==> src/rtl/sacr_pkg.sv <==
package sacr_pkg;
    // Register offsets
    localparam logic [7:0] SACR_SENSOR_CTRL_OFS  = 8'h17;
    localparam logic [7:0] SACR_VOLT0_LIM_OFS    = 8'h19;
    localparam logic [7:0] SACR_VOLT1_LIM_OFS    = 8'h1A;
    localparam logic [7:0] SACR_TEMP_LIM_OFS     = 8'h1B;
    localparam logic [7:0] SACR_LINK_EN_OFS      = 8'h1C;
    localparam logic [7:0] SACR_MON_EN_OFS       = 8'h1D;
    localparam logic [7:0] SACR_BC_EN_OFS        = 8'h1E;
    localparam logic [7:0] SACR_POL_OFS          = 8'h20;
    localparam logic [7:0] SACR_MON_ST_OFS       = 8'h40;
    localparam logic [7:0] SACR_LINK_ST_OFS      = 8'h41;
    localparam logic [7:0] SACR_BC_ST_OFS        = 8'h42;
    localparam logic [7:0] SACR_PEAK_OFS         = 8'h43;
    localparam logic [7:0] SACR_FLOOR_OFS        = 8'h44;
    // Reset values
    localparam logic [7:0] SACR_SENSOR_CTRL_RST  = 8'h3C;
    localparam logic [7:0] SACR_LIM_RST          = 8'h62;
    localparam logic [7:0] SACR_LINK_EN_RST      = 8'h3F;
    localparam logic [7:0] SACR_MON_EN_RST       = 8'h00;
    localparam logic [7:0] SACR_BC_EN_RST        = 8'h00;
    localparam logic [7:0] SACR_POL_RST          = 8'h00;
    localparam logic [2:0] SACR_PEAK_RST         = 3'h0;
    localparam logic [2:0] SACR_FLOOR_RST        = 3'h7;
    // Field positions
    localparam int SACR_UPPER_LSB   = 4;
    localparam int SACR_LOWER_LSB   = 0;
    localparam int SACR_MON_RUN_LSB = 2;
    localparam int SACR_PIN_SEL_LSB = 0;
    localparam logic [1:0] SACR_MON_RUN = 2'h3;
    localparam int SACR_MON_BITS  = 6;
    localparam int SACR_LINK_BITS = 6;
    localparam int SACR_BC_BITS   = 7;
    localparam int SACR_LANES     = 5;
    localparam logic [7:0] SACR_POL_MASK = 8'h1F;
    // Monitor status bit positions
    localparam int SACR_T_OVER  = 5;
    localparam int SACR_T_UNDER = 4;
    localparam int SACR_VOLT1_OVER_ALARM_ON = 3;
    localparam int SACR_V1_UNDR = 2;
    localparam int SACR_VOLT0_OVER_ALARM_ON = 1;
    localparam int SACR_V0_UNDR = 0;
    // Link status bit positions
    localparam int SACR_NO_FRAME  = 5;
    localparam int SACR_PHY_SYNC  = 4;
    localparam int SACR_PHY_CTRL  = 3;
    localparam int SACR_HDR_ECC   = 2;
    localparam int SACR_CHKSUM    = 1;
    localparam int SACR_PKT_LEN   = 0;
    // Back-channel status bit positions
    localparam int SACR_TGT_TMO   = 6;
    localparam int SACR_TGT_FAULT = 5;
    localparam int SACR_CTL_TMO   = 4;
    localparam int SACR_CTL_FAULT = 3;
    localparam int SACR_BC_DATA   = 2;
    localparam int SACR_BC_CRC    = 1;
    localparam int SACR_BC_LINK   = 0;

    typedef struct packed {
        logic [7:0] addr;
        logic [7:0] wdata;
        logic       wr;
        logic       rd;
    } sacr_bus_req_t;

    typedef struct packed {
        logic       vld;
        logic [2:0] volt0;
        logic [2:0] volt1;
        logic [2:0] temp;
    } sacr_meas_t;

    typedef struct packed {
        logic [SACR_LANES-1:0] p;
        logic [SACR_LANES-1:0] n;
    } sacr_lanes_t;
endpackage : sacr_pkg

==> src/rtl/sacr_regs.sv <==
`timescale 1ns/1ps
module sacr_regs (
    // Clock and reset
    input  wire logic                              i_sys_clk,
    input  wire logic                              i_rst_b,
    // Register port
    input  wire sacr_pkg::sacr_bus_req_t           i_bus,
    output logic [7:0]                             o_rdata,
    // Monitor readings
    input  wire sacr_pkg::sacr_meas_t              i_meas,
    // Error event pulses
    input  wire logic [sacr_pkg::SACR_LINK_BITS-1:0] i_link_err,
    input  wire logic [sacr_pkg::SACR_BC_BITS-1:0]   i_bc_err,
    // Lanes from sensor and to receiver
    input  wire sacr_pkg::sacr_lanes_t             i_lanes,
    output sacr_pkg::sacr_lanes_t                  o_lanes,
    // Alarms and interrupt
    output logic [sacr_pkg::SACR_MON_BITS-1:0]     o_mon_alarm,
    output logic [sacr_pkg::SACR_LINK_BITS-1:0]    o_link_alarm,
    output logic [sacr_pkg::SACR_BC_BITS-1:0]      o_bc_alarm,
    output logic                                   o_irq,
    // Monitor state
    output logic                                   o_mon_run,
    output logic                                   o_volt0_sense,
    output logic                                   o_volt1_sense
);
    import sacr_pkg::*;

    logic [7:0]                sensor_ctrl_r;
    logic [7:0]                volt0_lim_r;
    logic [7:0]                volt1_lim_r;
    logic [7:0]                temp_lim_r;
    logic [7:0]                link_en_r;
    logic [7:0]                mon_en_r;
    logic [7:0]                bc_en_r;
    logic [7:0]                pol_r;
    logic [SACR_MON_BITS-1:0]  mon_st_r;
    logic [SACR_LINK_BITS-1:0] link_st_r;
    logic [SACR_BC_BITS-1:0]   bc_st_r;
    logic [SACR_MON_BITS-1:0]  mon_set;
    logic [2:0]                peak_r;
    logic [2:0]                floor_r;
    logic [7:0]                rdata_nxt;
    logic [7:0]                rdata_r;
    logic [2:0]                volt1_upper_limit;
    logic [2:0]                volt1_lower_limit;
    logic [2:0]                temp_upper_limit;
    logic [2:0]                temp_lower_limit;
    logic                      volt1_high_flag;
    logic                      volt1_low_flag;
    logic                      over_temp_flag;
    logic                      under_temp_flag;
    logic [SACR_LANES-1:0]     lane_swap;
    logic                      volt0_high_flag;
    logic                      volt0_low_flag;
    logic [SACR_MON_BITS-1:0]  mon_on;
    logic [SACR_LINK_BITS-1:0] link_on;
    logic [SACR_BC_BITS-1:0]   bc_on;
    // Named alarm enable bits
    logic                      no_frame_alarm_on;
    logic                      phy_sync_alarm_on;
    logic                      phy_ctrl_alarm_on;
    logic                      ecc_alarm_on;
    logic                      checksum_alarm_on;
    logic                      length_alarm_on;
    logic                      over_temp_alarm_on;
    logic                      under_temp_alarm_on;
    logic                      volt1_over_alarm_on;
    logic                      volt1_under_alarm_on;
    logic                      volt0_over_alarm_on;
    logic                      volt0_under_alarm_on;
    logic                      bc_target_timeout_alarm_on;
    logic                      bc_target_fault_alarm_on;
    logic                      bc_ctrl_timeout_alarm_on;
    logic                      bc_ctrl_fault_alarm_on;
    logic                      bc_data_fault_alarm_on;
    logic                      bc_crc_alarm_on;
    logic                      bc_link_alarm_on;
    // Named lane swap bits
    logic                      clock_lane_swap;
    logic                      lane3_swap;
    logic                      lane2_swap;
    logic                      lane1_swap;
    logic                      lane0_swap;

    // Write hit on one offset
    function automatic logic wr_hit(input sacr_bus_req_t req, input logic [7:0] ofs);
        wr_hit = req.wr && (req.addr == ofs);
    endfunction : wr_hit

    // Upper field of a limit byte
    function automatic logic [2:0] upper_of(input logic [7:0] lim);
        upper_of = lim[SACR_UPPER_LSB +: 3];
    endfunction : upper_of

    // Lower field of a limit byte
    function automatic logic [2:0] lower_of(input logic [7:0] lim);
        lower_of = lim[SACR_LOWER_LSB +: 3];
    endfunction : lower_of

    // Monitor control and pin selection
    always_ff @(posedge i_sys_clk or negedge i_rst_b) begin
        if (!i_rst_b) begin
            sensor_ctrl_r <= SACR_SENSOR_CTRL_RST;
        end else if (wr_hit(i_bus, SACR_SENSOR_CTRL_OFS)) begin
            sensor_ctrl_r <= i_bus.wdata;
        end
    end

    assign o_mon_run     = sensor_ctrl_r[SACR_MON_RUN_LSB +: 2] == SACR_MON_RUN;
    assign o_volt0_sense = o_mon_run && sensor_ctrl_r[SACR_PIN_SEL_LSB];
    assign o_volt1_sense = o_mon_run && sensor_ctrl_r[SACR_PIN_SEL_LSB + 1];

    // Limit registers; reserved bits are plain storage
    always_ff @(posedge i_sys_clk or negedge i_rst_b) begin
        if (!i_rst_b) begin
            volt0_lim_r <= SACR_LIM_RST;
        end else if (wr_hit(i_bus, SACR_VOLT0_LIM_OFS)) begin
            volt0_lim_r <= i_bus.wdata;
        end
    end

    always_ff @(posedge i_sys_clk or negedge i_rst_b) begin
        if (!i_rst_b) begin
            volt1_lim_r <= SACR_LIM_RST;
        end else if (wr_hit(i_bus, SACR_VOLT1_LIM_OFS)) begin
            volt1_lim_r <= i_bus.wdata;
        end
    end

    always_ff @(posedge i_sys_clk or negedge i_rst_b) begin
        if (!i_rst_b) begin
            temp_lim_r <= SACR_LIM_RST;
        end else if (wr_hit(i_bus, SACR_TEMP_LIM_OFS)) begin
            temp_lim_r <= i_bus.wdata;
        end
    end

    // Alarm enable registers
    always_ff @(posedge i_sys_clk or negedge i_rst_b) begin
        if (!i_rst_b) begin
            link_en_r <= SACR_LINK_EN_RST;
        end else if (wr_hit(i_bus, SACR_LINK_EN_OFS)) begin
            link_en_r <= i_bus.wdata;
        end
    end

    always_ff @(posedge i_sys_clk or negedge i_rst_b) begin
        if (!i_rst_b) begin
            mon_en_r <= SACR_MON_EN_RST;
        end else if (wr_hit(i_bus, SACR_MON_EN_OFS)) begin
            mon_en_r <= i_bus.wdata;
        end
    end

    always_ff @(posedge i_sys_clk or negedge i_rst_b) begin
        if (!i_rst_b) begin
            bc_en_r <= SACR_BC_EN_RST;
        end else if (wr_hit(i_bus, SACR_BC_EN_OFS)) begin
            bc_en_r <= i_bus.wdata;
        end
    end

    // Polarity; upper three bits are read-only zero
    always_ff @(posedge i_sys_clk or negedge i_rst_b) begin
        if (!i_rst_b) begin
            pol_r <= SACR_POL_RST;
        end else if (wr_hit(i_bus, SACR_POL_OFS)) begin
            pol_r <= i_bus.wdata & SACR_POL_MASK;
        end
    end

    assign {clock_lane_swap, lane3_swap, lane2_swap, lane1_swap, lane0_swap} =
        pol_r[SACR_LANES-1:0];
    assign lane_swap = {clock_lane_swap, lane3_swap, lane2_swap, lane1_swap, lane0_swap};

    // Registered lane path with per-lane P/N swap
    always_ff @(posedge i_sys_clk or negedge i_rst_b) begin
        if (!i_rst_b) begin
            o_lanes <= '0;
        end else begin
            for (int i = 0; i < SACR_LANES; i++) begin
                o_lanes.p[i] <= lane_swap[i] ? i_lanes.n[i] : i_lanes.p[i];
                o_lanes.n[i] <= lane_swap[i] ? i_lanes.p[i] : i_lanes.n[i];
            end
        end
    end

    // Threshold comparisons
    assign volt1_upper_limit = upper_of(volt1_lim_r);
    assign volt1_lower_limit = lower_of(volt1_lim_r);
    assign temp_upper_limit  = upper_of(temp_lim_r);
    assign temp_lower_limit  = lower_of(temp_lim_r);

    assign volt1_high_flag = o_volt1_sense && (i_meas.volt1 > volt1_upper_limit);
    assign volt1_low_flag  = o_volt1_sense && (i_meas.volt1 < volt1_lower_limit);
    assign over_temp_flag  = o_mon_run && (i_meas.temp > temp_upper_limit);
    assign under_temp_flag = o_mon_run && (i_meas.temp < temp_lower_limit);
    assign volt0_high_flag = o_volt0_sense && (i_meas.volt0 > upper_of(volt0_lim_r));
    assign volt0_low_flag  = o_volt0_sense && (i_meas.volt0 < lower_of(volt0_lim_r));

    always_comb begin
        mon_set = '0;
        if (i_meas.vld) begin
            mon_set[SACR_T_OVER]  = over_temp_flag;
            mon_set[SACR_T_UNDER] = under_temp_flag;
            mon_set[SACR_VOLT1_OVER_ALARM_ON] = volt1_high_flag;
            mon_set[SACR_V1_UNDR] = volt1_low_flag;
            mon_set[SACR_VOLT0_OVER_ALARM_ON] = volt0_high_flag;
            mon_set[SACR_V0_UNDR] = volt0_low_flag;
        end
    end

    // Sticky status, write one to clear, set wins
    always_ff @(posedge i_sys_clk or negedge i_rst_b) begin
        if (!i_rst_b) begin
            mon_st_r <= '0;
        end else if (wr_hit(i_bus, SACR_MON_ST_OFS)) begin
            mon_st_r <= (mon_st_r & ~i_bus.wdata[SACR_MON_BITS-1:0]) | mon_set;
        end else begin
            mon_st_r <= mon_st_r | mon_set;
        end
    end

    always_ff @(posedge i_sys_clk or negedge i_rst_b) begin
        if (!i_rst_b) begin
            link_st_r <= '0;
        end else if (wr_hit(i_bus, SACR_LINK_ST_OFS)) begin
            link_st_r <= (link_st_r & ~i_bus.wdata[SACR_LINK_BITS-1:0]) | i_link_err;
        end else begin
            link_st_r <= link_st_r | i_link_err;
        end
    end

    always_ff @(posedge i_sys_clk or negedge i_rst_b) begin
        if (!i_rst_b) begin
            bc_st_r <= '0;
        end else if (wr_hit(i_bus, SACR_BC_ST_OFS)) begin
            bc_st_r <= (bc_st_r & ~i_bus.wdata[SACR_BC_BITS-1:0]) | i_bc_err;
        end else begin
            bc_st_r <= bc_st_r | i_bc_err;
        end
    end

    // Volt1 extremes while volt1 sensing is active
    always_ff @(posedge i_sys_clk or negedge i_rst_b) begin
        if (!i_rst_b) begin
            peak_r  <= SACR_PEAK_RST;
            floor_r <= SACR_FLOOR_RST;
        end else if (i_meas.vld && o_volt1_sense) begin
            if (i_meas.volt1 > peak_r) begin
                peak_r <= i_meas.volt1;
            end
            if (i_meas.volt1 < floor_r) begin
                floor_r <= i_meas.volt1;
            end
        end
    end

    // Link receive alarm enables
    assign no_frame_alarm_on = link_en_r[SACR_NO_FRAME];
    assign phy_sync_alarm_on = link_en_r[SACR_PHY_SYNC];
    assign phy_ctrl_alarm_on = link_en_r[SACR_PHY_CTRL];
    assign ecc_alarm_on      = link_en_r[SACR_HDR_ECC];
    assign checksum_alarm_on = link_en_r[SACR_CHKSUM];
    assign length_alarm_on   = link_en_r[SACR_PKT_LEN];

    // Monitor alarm enables
    assign over_temp_alarm_on   = mon_en_r[SACR_T_OVER];
    assign under_temp_alarm_on  = mon_en_r[SACR_T_UNDER];
    assign volt1_over_alarm_on  = mon_en_r[SACR_VOLT1_OVER_ALARM_ON];
    assign volt1_under_alarm_on = mon_en_r[SACR_V1_UNDR];
    assign volt0_over_alarm_on  = mon_en_r[SACR_VOLT0_OVER_ALARM_ON];
    assign volt0_under_alarm_on = mon_en_r[SACR_V0_UNDR];

    // Back-channel alarm enables; crc and link detect are plain enables
    assign bc_target_timeout_alarm_on = bc_en_r[SACR_TGT_TMO];
    assign bc_target_fault_alarm_on   = bc_en_r[SACR_TGT_FAULT];
    assign bc_ctrl_timeout_alarm_on   = bc_en_r[SACR_CTL_TMO];
    assign bc_ctrl_fault_alarm_on     = bc_en_r[SACR_CTL_FAULT];
    assign bc_data_fault_alarm_on     = bc_en_r[SACR_BC_DATA];
    assign bc_crc_alarm_on            = bc_en_r[SACR_BC_CRC];
    assign bc_link_alarm_on           = bc_en_r[SACR_BC_LINK];

    // Enable vectors in status bit order
    assign mon_on  = {over_temp_alarm_on, under_temp_alarm_on, volt1_over_alarm_on,
                      volt1_under_alarm_on, volt0_over_alarm_on, volt0_under_alarm_on};
    assign link_on = {no_frame_alarm_on, phy_sync_alarm_on, phy_ctrl_alarm_on,
                      ecc_alarm_on, checksum_alarm_on, length_alarm_on};
    assign bc_on   = {bc_target_timeout_alarm_on, bc_target_fault_alarm_on,
                      bc_ctrl_timeout_alarm_on, bc_ctrl_fault_alarm_on,
                      bc_data_fault_alarm_on, bc_crc_alarm_on, bc_link_alarm_on};

    // Active alarms need both the event and its enable
    assign o_mon_alarm  = mon_st_r & mon_on;
    assign o_link_alarm = link_st_r & link_on;
    assign o_bc_alarm   = bc_st_r & bc_on;
    assign o_irq        = |{o_mon_alarm, o_link_alarm, o_bc_alarm};

    // Read mux; unmapped offsets read zero
    always_comb begin
        rdata_nxt = 8'h00;
        if (i_bus.addr == SACR_SENSOR_CTRL_OFS) begin
            rdata_nxt = sensor_ctrl_r;
        end else if (i_bus.addr == SACR_VOLT0_LIM_OFS) begin
            rdata_nxt = volt0_lim_r;
        end else if (i_bus.addr == SACR_VOLT1_LIM_OFS) begin
            rdata_nxt = volt1_lim_r;
        end else if (i_bus.addr == SACR_TEMP_LIM_OFS) begin
            rdata_nxt = temp_lim_r;
        end else if (i_bus.addr == SACR_LINK_EN_OFS) begin
            rdata_nxt = link_en_r;
        end else if (i_bus.addr == SACR_MON_EN_OFS) begin
            rdata_nxt = mon_en_r;
        end else if (i_bus.addr == SACR_BC_EN_OFS) begin
            rdata_nxt = bc_en_r;
        end else if (i_bus.addr == SACR_POL_OFS) begin
            rdata_nxt = pol_r;
        end else if (i_bus.addr == SACR_MON_ST_OFS) begin
            rdata_nxt = {2'h0, mon_st_r};
        end else if (i_bus.addr == SACR_LINK_ST_OFS) begin
            rdata_nxt = {2'h0, link_st_r};
        end else if (i_bus.addr == SACR_BC_ST_OFS) begin
            rdata_nxt = {1'h0, bc_st_r};
        end else if (i_bus.addr == SACR_PEAK_OFS) begin
            rdata_nxt = {5'h00, peak_r};
        end else if (i_bus.addr == SACR_FLOOR_OFS) begin
            rdata_nxt = {5'h00, floor_r};
        end
    end

    always_ff @(posedge i_sys_clk or negedge i_rst_b) begin
        if (!i_rst_b) begin
            rdata_r <= 8'h00;
        end else if (i_bus.rd) begin
            rdata_r <= rdata_nxt;
        end else begin
            rdata_r <= 8'h00;
        end
    end

    assign o_rdata = rdata_r;
endmodule : sacr_regs

==> config.mk <==
export PLATFORM = sky130hd
export DESIGN_NAME = sacr_regs
export DESIGN_NICKNAME = d
export VERILOG_FILES = /design/src/rtl/sacr_pkg.sv /design/src/rtl/sacr_regs.sv
export SDC_FILE = /design/constraint.sdc
export NUM_CORES = 1
export LEC_CHECK = 0
export BUFFER_PORTS_ARGS = -buffer_cell sky130_fd_sc_hd__buf_2
export CELL_PAD_IN_SITES_DETAIL_PLACEMENT = 1
export CELL_PAD_IN_SITES_GLOBAL_PLACEMENT = 2
export CORE_UTILIZATION = 40
export CTS_CLUSTER_DIAMETER = 50
export DETAILED_ROUTE_END_ITERATION = 8
export PLACE_DENSITY = 0.93
export RECOVER_POWER = 50
export REMOVE_ABC_BUFFERS = 1
export SLEW_MARGIN = 20
export SYNTH_ARGS = -nofsm -noshare
export SYNTH_HDL_FRONTEND = slang
export SYNTH_SLANG_ARGS = --single-unit
export TNS_END_PERCENT = 20
==> constraint.sdc <==
create_clock -name i_sys_clk -period 5.5 [get_ports i_sys_clk]
set_input_delay 0.825 -clock i_sys_clk [delete_from_list [all_inputs] [get_ports i_sys_clk]]
set_output_delay 0.825 -clock i_sys_clk [all_outputs]
set_load 0.05 [all_outputs]
==> results of run 1 <==
==> state kept, by name, summed over array words and instances, names as in the netlist <==
| signal | count |
|---|---|
| link_st_r | 6 |
| sensor_ctrl_r | 8 |
| bc_st_r | 7 |
| temp_lim_r | 8 |
| bc_en_r | 8 |
| peak_r | 3 |
| pol_r | 5 |
| o_lanes | 10 |
| floor_r | 3 |
| o_rdata | 8 |
| mon_st_r | 6 |
| link_en_r | 8 |
| volt0_lim_r | 8 |
| mon_en_r | 8 |
| volt1_lim_r | 8 |
==> power groups by stage <==
stage               sequential [mW]  combinational (mW)  clock, mW
global route                  0.826               0.245      0.742
floorplan                     0.840               0.105          0
finish                        0.822               0.225      0.704
detailed placement            0.836               0.227          0
global placement              0.835               0.218          0
CTS                           0.822               0.228      0.716
==> worst min-delay path: cells and delay by family (launching register included) <==
kind / cells / cell delay [ns]
flops: 1 / 0.38
simple gates: 1 / 0.05
compound gates: 1 / 0.05
==> path summary, 6_finish.rpt <==
| kind | slack (ns) | start | endpoint | cells past startpoint |
|---|---|---|---|---|
| worst max-delay path | 2.13 | bc_st_r[2] | o_irq | 6 |
| worst min-delay path | 0.49 | floor_r[0] | floor_r[0] | 2 |
| worst max register to register | 3.33 | sensor_ctrl_r[3] | peak_r[1] | 4 |
| worst min register to register | 0.49 | floor_r[0] | floor_r[0] | 2 |
| max in group asynchronous | 2.28 | i_rst_b | volt1_lim_r[0] | 2 |
| min in group asynchronous | 1.33 | i_rst_b | bc_st_r[3] | 1 |
==> logic make-up after synthesis <==
logic type / Yosys count / synth area share, %
flip-flops: 104 / 45.5
buffers and inverters: 61 / 4.54
AO/OA/AOI/OAI: 115 / 14.3
multiplexers: 84 / 16.1
adder cells (fa/ha/maj): 20 / 4.33
AND/OR/NAND/NOR: 151 / 15.2
==> synth_stat cells (all sizes together), types with 2 or more instances <==
library cell	number	share of area, %
a211oi	2	0.35
a21boi	5	0.65
a21o	20	2.6
a21oi	12	1.0
a22o	9	1.4
a22oi	5	0.65
a2bb2oi	4	0.61
a311oi	3	0.45
a31oi	2	0.22
a32o	4	0.69
a32oi	3	0.45
and2	24	2.6
and3	9	0.97
buf	19	1.8
clkbuf	12	0.78
dfrtp	82	35
dfstp	22	10
ha	20	4.3
inv	30	1.9
mux2	74	14
mux2i	10	1.7
nand2	50	3.4
nand2b	10	1.1
nand3	4	0.35
nand3b	2	0.26
nand4	4	0.69
nand4b	3	0.45
nor2	15	1.0
nor2b	8	0.87
nor3	5	0.80
nor4	4	0.43
nor4b	2	0.52
o211ai	4	0.52
o21ai	24	2.1
o221ai	3	0.56
o22ai	5	0.54
o2bb2ai	2	0.30
or2	3	0.32
or4	2	0.26
or4b	2	0.48
==> routing by layer <==
metal  routed length [um]  vias to the layer above
met1                 7690                     2355
met5                    0                        -
met2                 8690                      157
met3                 1230                       33
li1                     -                     2082
met4                  497                        0
==> stage by stage <==
stage	hold WS, ns	cell area (um2)
after CTS	0.489	6670
after floorplan	0.450	5630
after global placement	0.470	6350
after detailed placement	0.478	6350
final	0.488	6640
after global routing	0.508	6640
==> final cells by class <==
| cell class | instances | area share [%] |
|---|---|---|
| multi-input combinational | 370 | 43.5 |
| sequential | 104 | 39.6 |
| timing repair buffer | 96 | 6.99 |
| clock buffer | 10 | 3.45 |
| tap | 180 | 3.39 |
| inverter | 30 | 1.70 |
| clock inverter | 6 | 1.36 |
==> flow_metrics.env, run 1 <==
export IMPL_clock_skew_ns=0.00813
export IMPL_setup_violations=0
export IMPL_critical_path_top_delay_family="simple AND/OR/NAND/NOR gates"
export IMPL_syn_area_um2=5780
export IMPL_io_buffers=93
export IMPL_max_stage_delay_ns=0.59
export IMPL_clk_path_buf_depth=2
export IMPL_cp_buffers_inverters=1
export IMPL_path_class="register to output port"
export IMPL_grt_pass1_wl_mm=28.2
export IMPL_start_kind="register"
export IMPL_hold_class="register to register"
export IMPL_cp_slowest_cell="or4_1"
export IMPL_synthArstFlopShare_pct=100
export IMPL_cts_tree="yes"
export IMPL_total_power_mw=1.75
export IMPL_initial_core_util_pct=41.3
export IMPL_n_antenna_cell=0
export IMPL_synthDistinctLibCells=67
export IMPL_crit_path_end_kind="output port"
export IMPL_area_growth_pct=14.8
export IMPL_seq_power_share_pct=47.0
export IMPL_multi_input_area_um2=2890
export IMPL_status="finished with violations"
export IMPL_vias=4627
export IMPL_fp_row_count=43
export IMPL_dp_cells=780
export IMPL_grt_max_degree=56
export IMPL_cts_sinks=104
export IMPL_coreArea_um2=14000
export IMPL_clk_pin_slew_ns=0.07
export IMPL_rsz0062_at_grt="false"
export IMPL_violations="max-capacitance violations, max-slew violations"
export IMPL_antenna_found_initial=0
export IMPL_p_sw_mw=0.476
export IMPL_place_hpwl_mm=13.6
export IMPL_relSlewSlack_pct=-82.6
export IMPL_layout_area_seq_um2=2630
export IMPL_final_util_pct=47.5
export IMPL_clock_latency_ns=0.36
export IMPL_synthCells=535
export IMPL_grt_pass1_vias=4868
export IMPL_fillCellCount=1588
export IMPL_die_width_um=122
export IMPL_yosysWarnings=0
export IMPL_cts_resized_gates=0
export IMPL_hold_viol=0
export IMPL_clkPwrFrac_pct=40.2
export IMPL_worstPathArrival_ns=2.54
export IMPL_grt_use_total_pct=26.0
export IMPL_final_cell_mix="dfrtp_1 (82), buf_2 (74), mux2_1 (59), nand2_1 (47), inv_1 (29)"
export IMPL_crit_fanout=3
export IMPL_finalCritPeriodShare_pct=61.2
export IMPL_cap_violations=1
export IMPL_gp_congestion=0.905
export IMPL_max_freq_mhz=297
export IMPL_worstPathRequired_ns=4.68
export IMPL_synth_edf_count=0
export IMPL_route_detailed_drc=0
export IMPL_final_common_cell="dfrtp_1"
export IMPL_htreeDepth=3
export IMPL_gr_max_usage_layer="met2"
export IMPL_cts_buffers=9
export IMPL_die_height_um=122
export IMPL_drtIter0Drc=296
export IMPL_io_pins=94
export IMPL_tns_ns=0
export IMPL_cts_setup_buffers=0
export IMPL_via_per_inst=5.81
export IMPL_wl_per_cell_um=22.8
export IMPL_ys_ff_latch=104
export IMPL_nets=684
export IMPL_instances_no_fill=796
export IMPL_firstDrtPassIters=4
export IMPL_p_comb_share_pct=12.8
export IMPL_layout_drive_gt1_share_pct=23.9
export IMPL_synth_seq_area_share_pct=45.5
export IMPL_path_common_cell="or4_1"
export IMPL_worst_pin_slew_ns=2.74
export IMPL_switching_share_pct=27.2
export IMPL_synth_flop_cell="dfrtp_1"
export IMPL_finalWirelength_mm=18.1
export IMPL_cts_root_buf="clkbuf_16"
export IMPL_met3_usage_pct=2.83
export IMPL_dieArea_um2=14900
export IMPL_antenna_left=0
export IMPL_leakagePower_nw=3.03
export IMPL_met2_usage_pct=42.7
export IMPL_overflow=0
export IMPL_grt_util_met1_pct=34.8
export IMPL_preCtsSetupSlack_ns=2.42
export IMPL_p_int_mw=1.27
export IMPL_syn_area_per_cell_um2=10.8
export IMPL_worstPathCellList="and2_1 > or4_1 > nor4_1 > nand4_1 > or4_1 > buf_2"
export IMPL_maxSlewViolCount=51
export IMPL_finalWorstSetupSlack_ns=2.13
export IMPL_power_density_nw_per_um2=264
export IMPL_min_period_ns=3.37
export IMPL_peakVddDrop_v=0.000143
export IMPL_holdBufCountCts=0
Power figures use the tool's default switching activity.
==> inputs of run 2 (changes only) <==
ABC_AREA = 1   (was not set)
CORE_UTILIZATION = 33   (was 40)
PLACE_DENSITY = 0.87   (was 0.93)
clock period = 3.2 ns   (was 5.5 ns; I/O delays follow)
==> flow_metrics.env, run 2 <==
export IMPL_htreeDepth=3
export IMPL_start_kind="register"
export IMPL_rsz0062_at_grt="false"
export IMPL_io_buffers=93
export IMPL_final_cell_mix="nand2_1 (190), inv_1 (100), o21ai_0 (95), dfrtp_1 (82), buf_2 (82)"
export IMPL_cap_violations=1
export IMPL_postPlaceCellArea_um2=6150
export IMPL_total_power_mw=2.98
export IMPL_cts_sinks=104
export IMPL_worstPathCellList="nand2_1 > inv_1 > nor4_1 > nand4_1 > buf_2"
export IMPL_synth_seq_area_share_pct=48.1
export IMPL_cp_buffers_inverters=2
export IMPL_synthCells=684
export IMPL_area_growth_pct=18.3
export IMPL_wl_per_cell_um=17.3
export IMPL_firstDrtPassIters=5
export IMPL_dp_cells=979
export IMPL_route_detailed_drc=0
export IMPL_synth_most_common_cell="nand2_1"
export IMPL_die_height_um=131
export IMPL_gp_congestion=0.834
export IMPL_holdBufCountCts=0
export IMPL_largest_reg_flops=10
export IMPL_setup_violations=0
export IMPL_synthArstFlopShare_pct=100
export IMPL_max_freq_mhz=443
export IMPL_hold_viol=0
export IMPL_cts_resized_gates=0
export IMPL_worstPathArrival_ns=1.78
export IMPL_layout_drive_gt1_share_pct=19.4
export IMPL_yosys_area_top_type_share_pct=37.5
export IMPL_die_width_um=131
export IMPL_clk_pin_slew_ns=0.07
export IMPL_relSlewSlack_pct=-59.7
export IMPL_yosys_top_cells_count="nand2_1 (190), inv_1 (100), o21ai_0 (95), dfrtp_1 (82), nor2_1 (38)"
export IMPL_path_class="register to output port"
export IMPL_preCtsSetupSlack_ns=0.854
export IMPL_cp_slowest_cell="nor4_1"
export IMPL_yosysTopAreaCell="dfrtp_1"
export IMPL_min_period_ns=2.26
export IMPL_holdWs_ns=0.309
export IMPL_final_area_um2=6470
export IMPL_clock_latency_ns=0.36
export IMPL_coreArea_um2=16100
export IMPL_antenna_left=0
export IMPL_crit_fanout=3
export IMPL_grt_max_degree=64
export IMPL_yosysWarnings=0
export IMPL_maxSlewViolCount=42
export IMPL_peakVddDrop_v=0.000316
export IMPL_grt_pass1_wl_mm=28.2
export IMPL_largest_register="o_lanes"
export IMPL_overflow=0
export IMPL_antenna_found_initial=0
export IMPL_io_pins=94
export IMPL_critical_path_top_delay_family="simple AND/OR/NAND/NOR gates"
export IMPL_vias=4937
export IMPL_grt_use_total_pct=22.2
export IMPL_violations="max-capacitance violations, max-slew violations"
export IMPL_ys_ff_latch=104
export IMPL_finalCritPeriodShare_pct=70.5
export IMPL_drtIter0Drc=247
export IMPL_clock_skew_ns=0.00744
export IMPL_syn_area_per_cell_um2=8.00
export IMPL_tns_ns=0
export IMPL_clk_path_buf_depth=2
export IMPL_instances_no_fill=995
export IMPL_via_per_inst=4.96
export IMPL_synth_flop_cell="dfrtp_1"
export IMPL_leakagePower_nw=3.42
export IMPL_cts_tree="yes"
export IMPL_final_util_pct=40.3
export IMPL_place_hpwl_mm=13.4
export IMPL_nets=847
export IMPL_dieArea_um2=17100
export IMPL_finalWirelength_mm=17.2
export IMPL_synth_edf_count=0
export IMPL_initial_core_util_pct=34.1
export IMPL_cts_root_buf="clkbuf_16"
export IMPL_synthDistinctLibCells=39
export IMPL_fp_row_count=46
export IMPL_hold_class="input port to register"
export IMPL_worstPathRequired_ns=2.72
export IMPL_syn_area_um2=5470
export IMPL_cts_buffers=9
export IMPL_final_common_cell="nand2_1"
export IMPL_power_density_nw_per_um2=460
export IMPL_finalWorstSetupSlack_ns=0.945
export IMPL_worst_pin_slew_ns=2.40
export IMPL_n_antenna_cell=0
export IMPL_status="finished with violations"
export IMPL_max_stage_delay_ns=0.48
export IMPL_grt_pass1_vias=5266
export IMPL_cts_setup_buffers=0
export IMPL_synthTopCellsByArea="dfrtp_1 (38%), nand2_1 (13%), dfstp_2 (11%)"
export IMPL_crit_path_end_kind="output port"
-- run 2: area by class of cell --
type,instances,area [um2]
repair buffers,94,472
well taps,216,270
clock buffers,12,256
clock inverters,4,76.3
inverters,110,413
flip-flops and latches,104,2630
fillers,1997,9590
multi-input cells,455,2350
-- run 2: report_power, final --
group	internal (mW)	switching, mW
combinational	0.0966	0.245
sequential	1.37	0.0346
clock	0.731	0.502
total	2.20	0.781
-- run 2: cell families (layout without fill, tap and decap cells) --
kind of cell    after synthesis  count (layout)  synth area share [%]
simple gates                295             295                  24.5
buf+inv                     125             220                  8.92
fa+ha+maj                    20              20                  4.58
compound gates              140             140                  13.9
flops                       104             104                  48.1
-- run 2: path summary, 6_finish.rpt --
path / startpoint / endpoint / slack [ns] / cells past startpoint
min in group asynchronous: i_rst_b / o_lanes[6] / 0.85 / 1
min: i_link_err[5] / link_st_r[5] / 0.31 / 3
min reg2reg: volt0_lim_r[6] / volt0_lim_r[6] / 0.49 / 2
max: bc_en_r[6] / o_irq / 0.94 / 5
max in group asynchronous: i_rst_b / bc_en_r[4] / 0.99 / 1
max reg2reg: sensor_ctrl_r[3] / peak_r[0] / 1.46 / 7
-- run 2: routing by layer --
layer  GRT usage [%]  wire, um
met1            29.4      8110
met2            37.0      7990
met3            4.85       791
met4            5.27       284
met5               0         0
-- run 2: tightest hold or removal path: cells and delay by family --
family	cells	cell delay [ns]
buf+inv	2	0.11
simple gates	1	0.05
